File: src/rtl/fifo_area_bounds_pkg.sv
// constants shared by the area bound register bank and its bound calculator
package fifo_area_bounds_pkg;
	localparam int AXI_ADDR_W = 12;
	localparam int FIELD_W = 11;
	localparam int RAM_ADDR_W = 13;

	// register indices; byte address is four times the index
	localparam logic [7:0] IDX_A3_END_HI = 8'h8e;
	localparam logic [7:0] IDX_A3_END_LO = 8'h8f;
	localparam logic [7:0] IDX_A4_START_HI = 8'h90;
	localparam logic [7:0] IDX_A4_START_LO = 8'h91;
	localparam logic [7:0] IDX_A4_END_HI = 8'h92;
	localparam logic [7:0] IDX_A4_END_LO = 8'h93;
	localparam logic [7:0] IDX_STATE_CLEAR = 8'h9f;

	localparam logic [11:0] ADDR_A3_END_HI = {2'b00, IDX_A3_END_HI, 2'b00};
	localparam logic [11:0] ADDR_A3_END_LO = {2'b00, IDX_A3_END_LO, 2'b00};
	localparam logic [11:0] ADDR_A4_START_HI = {2'b00, IDX_A4_START_HI, 2'b00};
	localparam logic [11:0] ADDR_A4_START_LO = {2'b00, IDX_A4_START_LO, 2'b00};
	localparam logic [11:0] ADDR_A4_END_HI = {2'b00, IDX_A4_END_HI, 2'b00};
	localparam logic [11:0] ADDR_A4_END_LO = {2'b00, IDX_A4_END_LO, 2'b00};
	localparam logic [11:0] ADDR_STATE_CLEAR = {2'b00, IDX_STATE_CLEAR, 2'b00};

	localparam logic [7:0] BOUND_RESET = 8'h00;
	localparam logic [7:0] HI_MASK = 8'h1f;
	localparam logic [7:0] LO_MASK = 8'hfc;
	localparam int CLR_BIT_A3 = 3;
	localparam int CLR_BIT_A4 = 4;

	localparam logic [12:0] RAM_TOP = 13'h1200;

	localparam logic [1:0] RESP_OKAY = 2'b00;
	localparam logic [1:0] RESP_SLVERR = 2'b10;
endpackage

File: src/rtl/area_bound_if.sv
// carrier between the register bank and one area's bound calculator
`timescale 1ns/100ps
interface area_bound_if;
	logic [10:0] first_field;
	logic [10:0] limit_field;
	logic [12:0] probe_addr;
	logic [12:0] first_byte;
	logic [12:0] limit_byte;
	logic [12:0] last_byte;
	logic valid;
	logic hit;

	modport bank (
		output first_field,
		output limit_field,
		output probe_addr,
		input first_byte,
		input limit_byte,
		input last_byte,
		input valid,
		input hit
	);
	modport calc (
		input first_field,
		input limit_field,
		input probe_addr,
		output first_byte,
		output limit_byte,
		output last_byte,
		output valid,
		output hit
	);
endinterface

File: src/rtl/area_bounds_calc.sv
// turns an area's start and end fields into byte bounds and a hit test
`timescale 1ns/100ps
module area_bounds_calc (
	area_bound_if.calc b
);
	import fifo_area_bounds_pkg::*;

	always_comb begin
		b.first_byte = {b.first_field, 2'b00};
		b.limit_byte = {b.limit_field, 2'b00};
		// last owned byte sits just below the programmed end
		b.last_byte = b.limit_byte - 13'h0001;
		// an empty, inverted or beyond-ram area owns nothing
		b.valid = (b.first_byte < b.limit_byte) && (b.limit_byte <= RAM_TOP);
		b.hit = b.valid && (b.probe_addr >= b.first_byte) && (b.probe_addr < b.limit_byte);
	end
endmodule

File: src/rtl/fifo_area_bounds_regs.sv
// axi4-lite register bank for area 3 end and area 4 start/end bounds
//
// Overview of operation
// - start field is address bits 12 to 2
// - area spans start up to before end
// - ram is 4.5 KB, bounds up to 0x1200
// - bound bytes read/write, reset 00h, reserved zero
// - clear register write-only, self-clearing, ram untouched
`timescale 1ns/100ps
module fifo_area_bounds_regs (
	input wire logic aclk,
	input wire logic aresetn,
	input wire logic [fifo_area_bounds_pkg::AXI_ADDR_W-1:0] s_axi_awaddr,
	input wire logic s_axi_awvalid,
	output logic s_axi_awready,
	input wire logic [31:0] s_axi_wdata,
	input wire logic [3:0] s_axi_wstrb,
	input wire logic s_axi_wvalid,
	output logic s_axi_wready,
	output logic [1:0] s_axi_bresp,
	output logic s_axi_bvalid,
	input wire logic s_axi_bready,
	input wire logic [fifo_area_bounds_pkg::AXI_ADDR_W-1:0] s_axi_araddr,
	input wire logic s_axi_arvalid,
	output logic s_axi_arready,
	output logic [31:0] s_axi_rdata,
	output logic [1:0] s_axi_rresp,
	output logic s_axi_rvalid,
	input wire logic s_axi_rready,
	input wire logic [fifo_area_bounds_pkg::FIELD_W-1:0] area3_first_field,
	input wire logic [fifo_area_bounds_pkg::RAM_ADDR_W-1:0] ram_addr,
	output logic [fifo_area_bounds_pkg::RAM_ADDR_W-1:0] area3_limit_addr,
	output logic [fifo_area_bounds_pkg::RAM_ADDR_W-1:0] area3_last_byte,
	output logic area3_valid,
	output logic area3_hit,
	output logic [fifo_area_bounds_pkg::RAM_ADDR_W-1:0] area4_first_byte_addr,
	output logic [fifo_area_bounds_pkg::RAM_ADDR_W-1:0] area4_limit_addr,
	output logic [fifo_area_bounds_pkg::RAM_ADDR_W-1:0] area4_last_byte,
	output logic area4_valid,
	output logic area4_hit,
	output logic area3_state_clear,
	output logic area4_state_clear
);
	import fifo_area_bounds_pkg::*;

	// ****************************************
	// state
	// ****************************************
	typedef struct packed {
		logic aw_have;
		logic [11:0] awaddr;
		logic w_have;
		logic [7:0] wdata;
		logic wstrb0;
		logic awready;
		logic wready;
		logic bvalid;
		logic [1:0] bresp;
		logic arready;
		logic rvalid;
		logic [7:0] rdata;
		logic [1:0] rresp;
		logic [7:0] a3_end_hi;
		logic [7:0] a3_end_lo;
		logic [7:0] a4_start_hi;
		logic [7:0] a4_start_lo;
		logic [7:0] a4_end_hi;
		logic [7:0] a4_end_lo;
		logic a3_clr;
		logic a4_clr;
		logic [12:0] a3_limit;
		logic [12:0] a3_last;
		logic a3_valid;
		logic a3_hit;
		logic [12:0] a4_first;
		logic [12:0] a4_limit;
		logic [12:0] a4_last;
		logic a4_valid;
		logic a4_hit;
	} state_t;

	localparam state_t STATE_RESET = '{
		awready: 1'b1,
		wready: 1'b1,
		arready: 1'b1,
		bresp: RESP_OKAY,
		rresp: RESP_OKAY,
		a3_end_hi: BOUND_RESET,
		a3_end_lo: BOUND_RESET,
		a4_start_hi: BOUND_RESET,
		a4_start_lo: BOUND_RESET,
		a4_end_hi: BOUND_RESET,
		a4_end_lo: BOUND_RESET,
		default: '0
	};

	state_t q;
	state_t d;

	area_bound_if a3_if ();
	area_bound_if a4_if ();

	// ****************************************
	// bound calculators
	// ****************************************
	assign a3_if.first_field = area3_first_field;
	assign a3_if.limit_field = {q.a3_end_hi[4:0], q.a3_end_lo[7:2]};
	assign a3_if.probe_addr = ram_addr;
	assign a4_if.first_field = {q.a4_start_hi[4:0], q.a4_start_lo[7:2]};
	assign a4_if.limit_field = {q.a4_end_hi[4:0], q.a4_end_lo[7:2]};
	assign a4_if.probe_addr = ram_addr;

	area_bounds_calc u_a3_calc (
		.b(a3_if.calc)
	);
	area_bounds_calc u_a4_calc (
		.b(a4_if.calc)
	);

	// ****************************************
	// next state
	// ****************************************
	always_comb begin
		d = q;
		d.a3_clr = 1'b0;
		d.a4_clr = 1'b0;

		// write channels are captured independently, in either order
		if (s_axi_awvalid && q.awready) begin
			d.aw_have = 1'b1;
			d.awaddr = s_axi_awaddr;
		end
		if (s_axi_wvalid && q.wready) begin
			d.w_have = 1'b1;
			d.wdata = s_axi_wdata[7:0];
			d.wstrb0 = s_axi_wstrb[0];
		end
		if (s_axi_bvalid && s_axi_bready) begin
			d.bvalid = 1'b0;
		end

		if (d.aw_have && d.w_have && !d.bvalid) begin
			d.aw_have = 1'b0;
			d.w_have = 1'b0;
			d.bvalid = 1'b1;
			d.bresp = RESP_OKAY;
			// only lane 0 carries a register; other lanes are ignored
			case (d.awaddr)
				ADDR_A3_END_HI: begin
					if (d.wstrb0) d.a3_end_hi = d.wdata & HI_MASK;
				end
				ADDR_A3_END_LO: begin
					if (d.wstrb0) d.a3_end_lo = d.wdata & LO_MASK;
				end
				ADDR_A4_START_HI: begin
					if (d.wstrb0) d.a4_start_hi = d.wdata & HI_MASK;
				end
				ADDR_A4_START_LO: begin
					if (d.wstrb0) d.a4_start_lo = d.wdata & LO_MASK;
				end
				ADDR_A4_END_HI: begin
					if (d.wstrb0) d.a4_end_hi = d.wdata & HI_MASK;
				end
				ADDR_A4_END_LO: begin
					if (d.wstrb0) d.a4_end_lo = d.wdata & LO_MASK;
				end
				ADDR_STATE_CLEAR: begin
					// one-cycle strobe; the ram contents are never touched here
					if (d.wstrb0) begin
						d.a3_clr = d.wdata[CLR_BIT_A3];
						d.a4_clr = d.wdata[CLR_BIT_A4];
					end
				end
				default: begin
					d.bresp = RESP_SLVERR;
				end
			endcase
		end
		// one write in flight: no new capture until the response is taken
		d.awready = !d.aw_have && !d.bvalid;
		d.wready = !d.w_have && !d.bvalid;

		if (s_axi_rvalid && s_axi_rready) begin
			d.rvalid = 1'b0;
		end
		if (s_axi_arvalid && q.arready) begin
			d.rvalid = 1'b1;
			d.rresp = RESP_OKAY;
			case (s_axi_araddr)
				ADDR_A3_END_HI: d.rdata = q.a3_end_hi;
				ADDR_A3_END_LO: d.rdata = q.a3_end_lo;
				ADDR_A4_START_HI: d.rdata = q.a4_start_hi;
				ADDR_A4_START_LO: d.rdata = q.a4_start_lo;
				ADDR_A4_END_HI: d.rdata = q.a4_end_hi;
				ADDR_A4_END_LO: d.rdata = q.a4_end_lo;
				ADDR_STATE_CLEAR: d.rdata = 8'h00;
				default: begin
					d.rdata = 8'h00;
					d.rresp = RESP_SLVERR;
				end
			endcase
		end
		d.arready = !d.rvalid;

		// bounds lag the register write by one cycle
		d.a3_limit = a3_if.limit_byte;
		d.a3_last = a3_if.last_byte;
		d.a3_valid = a3_if.valid;
		d.a3_hit = a3_if.hit;
		d.a4_first = a4_if.first_byte;
		d.a4_limit = a4_if.limit_byte;
		d.a4_last = a4_if.last_byte;
		d.a4_valid = a4_if.valid;
		d.a4_hit = a4_if.hit;
	end

	always_ff @(posedge aclk) begin
		if (!aresetn) begin
			q <= STATE_RESET;
		end else begin
			q <= d;
		end
	end

	// ****************************************
	// outputs
	// ****************************************
	assign s_axi_awready = q.awready;
	assign s_axi_wready = q.wready;
	assign s_axi_bvalid = q.bvalid;
	assign s_axi_bresp = q.bresp;
	assign s_axi_arready = q.arready;
	assign s_axi_rvalid = q.rvalid;
	assign s_axi_rdata = {24'h000000, q.rdata};
	assign s_axi_rresp = q.rresp;
	assign area3_limit_addr = q.a3_limit;
	assign area3_last_byte = q.a3_last;
	assign area3_valid = q.a3_valid;
	assign area3_hit = q.a3_hit;
	assign area4_first_byte_addr = q.a4_first;
	assign area4_limit_addr = q.a4_limit;
	assign area4_last_byte = q.a4_last;
	assign area4_valid = q.a4_valid;
	assign area4_hit = q.a4_hit;
	assign area3_state_clear = q.a3_clr;
	assign area4_state_clear = q.a4_clr;
endmodule

File: config.mk
export PLATFORM = sky130hd
export DESIGN_NAME = fifo_area_bounds_regs
export DESIGN_NICKNAME = d
export VERILOG_FILES = /design/src/rtl/fifo_area_bounds_pkg.sv /design/src/rtl/area_bound_if.sv /design/src/rtl/area_bounds_calc.sv /design/src/rtl/fifo_area_bounds_regs.sv
export SDC_FILE = /design/constraint.sdc
export NUM_CORES = 1
export LEC_CHECK = 0
export ABC_AREA = 1
export BUFFER_PORTS_ARGS = -buffer_cell sky130_fd_sc_hd__buf_4
export CAP_MARGIN = 0
export CORE_MARGIN = 2
export CORE_UTILIZATION = 40
export CTS_BUF_LIST = sky130_fd_sc_hd__clkbuf_16
export DETAILED_ROUTE_END_ITERATION = 8
export MAX_ROUTING_LAYER = met4
export SKIP_CTS_REPAIR_TIMING = 1
export SYNTH_ARGS = -nofsm -noshare
export SYNTH_HDL_FRONTEND = slang
export SYNTH_SLANG_ARGS = --single-unit
File: constraint.sdc
create_clock -name aclk -period 1.71 [get_ports aclk]
set_input_delay 0.2565 -clock aclk [delete_from_list [all_inputs] [get_ports aclk]]
set_output_delay 0.2565 -clock aclk [all_outputs]
set_load 0.02 [all_outputs]
==> flow_summary.ini <==
[status]
status = finished with violations
violations = negative setup slack

[timing]
rsz0062_at_grt = true
setup-violations-final = 2
fin_crit_sh_pct = 102
slew_headroom_pct = 68.1
tns_ns = -0.0669
holdWs_ns = 0.0732
worst_pin_slew_ns = 0.465
setup_ws_ns = -0.0373
min_period_ns = 1.75
hold_viol = 0
finalClockSkew_ns = 0.0101
fmax_ghz = 0.572
drv_slew = 0

[critical_path]
endpoint_kind = flop
r2r-start = s_axi_awready
worstPathRequired_ns = 2.07
path_class = flop to flop
ff2ff_setup_slack_ns = -0.04
start_kind = flop
worstReg2RegEnd = a4_if.limit_field[4]
cp_max_fo = 11
worstPathArrival_ns = 2.10
r2r_cells = 11

[placement]
dpl-instance-area_um2 = 9140
place_congestion = 0.952
dpl.cell_count = 1496
portBuffers = 143
hpwl_um = 16500

[clock_tree]
cts_sinks = 133
cts_tree = built
cts_made_buffers = 17
clkSlewWorstSetupHoldPaths_ns = 0.06
clock_latency_ns = 0.43
cts-htree-levels = 4
cts_root_buf = clkbuf_16
cts_buffer_depth = 2

[cells_and_area]
layout.nets = 1413
drive_gt1_share_pct = 25.0
layout_commonest_cell = buf_4
finalNonFillerCells = 1534
final_cell_mix = buf_4, nand2_1, nor2_1, inv_1, dfxtp_1
num_antenna_cells = 0
stdcell_area_um2 = 9970
syn2layout_area_growth_pct = 26.7

[job]
cap_violations = 0

[global_route]
grtUsageTotal_pct = 20.7
grt_max_degree = 50
grt-ovfl-total = 0
grt_pass1_vias = 6258
antenna_found_initial = 0
grt_pass1_wl_um = 32000

[logic_synthesis]
syn_inst = 1109
synth.yosys.seq_area_share_pct = 33.8
synth.avg_cell_area_um2 = 7.10
synth_cell_types = 35
yosys_register_bits = 133
netlist_area_um2 = 7870
synth_enable_flop_cells = 0
synth_warnings = 0
synth-main-ff-cell = dfxtp_1
synthArstFlopShare_pct = 0

[route]
totalWireLength_um = 21500
wl_per_cell_um = 14.0
drc = 0
via_count = 7226
viasPerCell = 4.71
first_pass_iters = 5
drt_iter0_drc = 321
detail-route-antenna-nets = 0

[hold_path]
worst_hold_path_type = input port to flop
holdCritStartpoint = aresetn
hold-path-cell-count = 1
min_to = area3_last_byte[1]

[floorplan]
row_count = 51
ioPinCount = 203
dieArea_um2 = 20800
die_w_um = 144
fp.coreArea_um2 = 19400
die_y_um = 144
start_util_pct = 40.6

[power]
ir_drop_mv = 0.735
leakagePower_nw = 5.07
power_density_nw_per_um2 = 892
power_mw = 8.90
-- layout make-up --
type                    count  area [µm²]
well taps                 265         332
fillers                  1986        9420
inverters                 139         524
clock buffers              17         425
multi-input cells         737        4030
repair buffers            228        1790
clock inverters            15         204
flip-flops and latches    133        2670
-- registers in the layout, indices dropped and copies added (netlist names), 8 cells and up --
name                   count
a4_if.first_field         11
area3_last_byte           12
q                         23
area3_limit_addr          11
area4_limit_addr          11
area4_first_byte_addr     11
a4_if.limit_field         11
area4_last_byte           11
a3_if.limit_field         11
s_axi_rdata                8
-- cells by family after synthesis --
| logic type | after synthesis | share of synthesized area, % |
|---|---|---|
| compound gates | 96 | 6.53 |
| xor+xnor | 1 | 0.111 |
| fa+ha+maj | 66 | 10.5 |
| buf+inv | 272 | 18.3 |
| flops | 133 | 33.8 |
| mux | 8 | 1.02 |
| other cells | 1 | 0.0476 |
| simple gates | 532 | 29.7 |
-- report_power, final --
group | leakage, nW | internal [mW] | switching (mW)
sequential | 1.09 | 3.24 | 0.0664
combinational | 3.68 | 0.669 | 1.01
clock | 0.298 | 2.45 | 1.46
-- how the worst max path moves through the flow --
stage / start / to / slack [ns] / cells after the start
after global placement: s_axi_awvalid / a4_if.limit_field[5] / -0.04 / 12
final: s_axi_awready / a4_if.limit_field[4] / -0.04 / 11
after global routing: s_axi_awready / a4_if.limit_field[5] / -0.15 / 12
after detailed placement: s_axi_awvalid / a4_if.limit_field[5] / -0.02 / 12
after floorplan: s_axi_awready / a3_if.limit_field[2] / 0.07 / 11
after CTS: s_axi_awready / a4_if.limit_field[5] / -0.01 / 10
-- Yosys cell counts, types with 9 or more instances --
library cell,instances,area (µm²)
nor2_4,10,113
clkbuf_1,14,52.6
inv_1,136,510
o21ai_0,26,130
nor2_1,159,597
a21oi_1,56,280
nand4_1,40,250
nor3_1,9,45.0
dfxtp_1,133,2660
buf_4,105,788
ha_1,66,826
nand3_1,75,375
nand2_1,222,833
-- metal layers --
layer | vias up | global-route usage (%) | part of all wire, %
li1 | 3713 | - | -
met5 | - | - | 0
met2 | 246 | 32.5 | 47
met4 | 0 | 7.10 | 2.0
met1 | 3237 | 26.6 | 44
met3 | 30 | 4.30 | 6.6
-- critical path, cell delays in order, from the launching register on --
cell       delay [ns]
dfxtp_4          0.36
nand2_4          0.08
clkbuf_16        0.15
nand2_1          0.06
nand2_2          0.08
nand2_2          0.07
nor2_4           0.20
nand3_2          0.12
nor2_4           0.25
buf_6            0.14
nor2_1           0.04
nor2_1           0.13
-- through the flow --
step | utilization, % | setup WS (ns)
after floorplan | - | 0.0690
after global placement | 47.1 | -0.0358
after detailed placement | 47.1 | -0.0216
after CTS | 50.3 | -0.0103
after global routing | 51.4 | -0.148
final | 51.4 | -0.0373
Note: power is estimated with default switching activity, not from simulation.
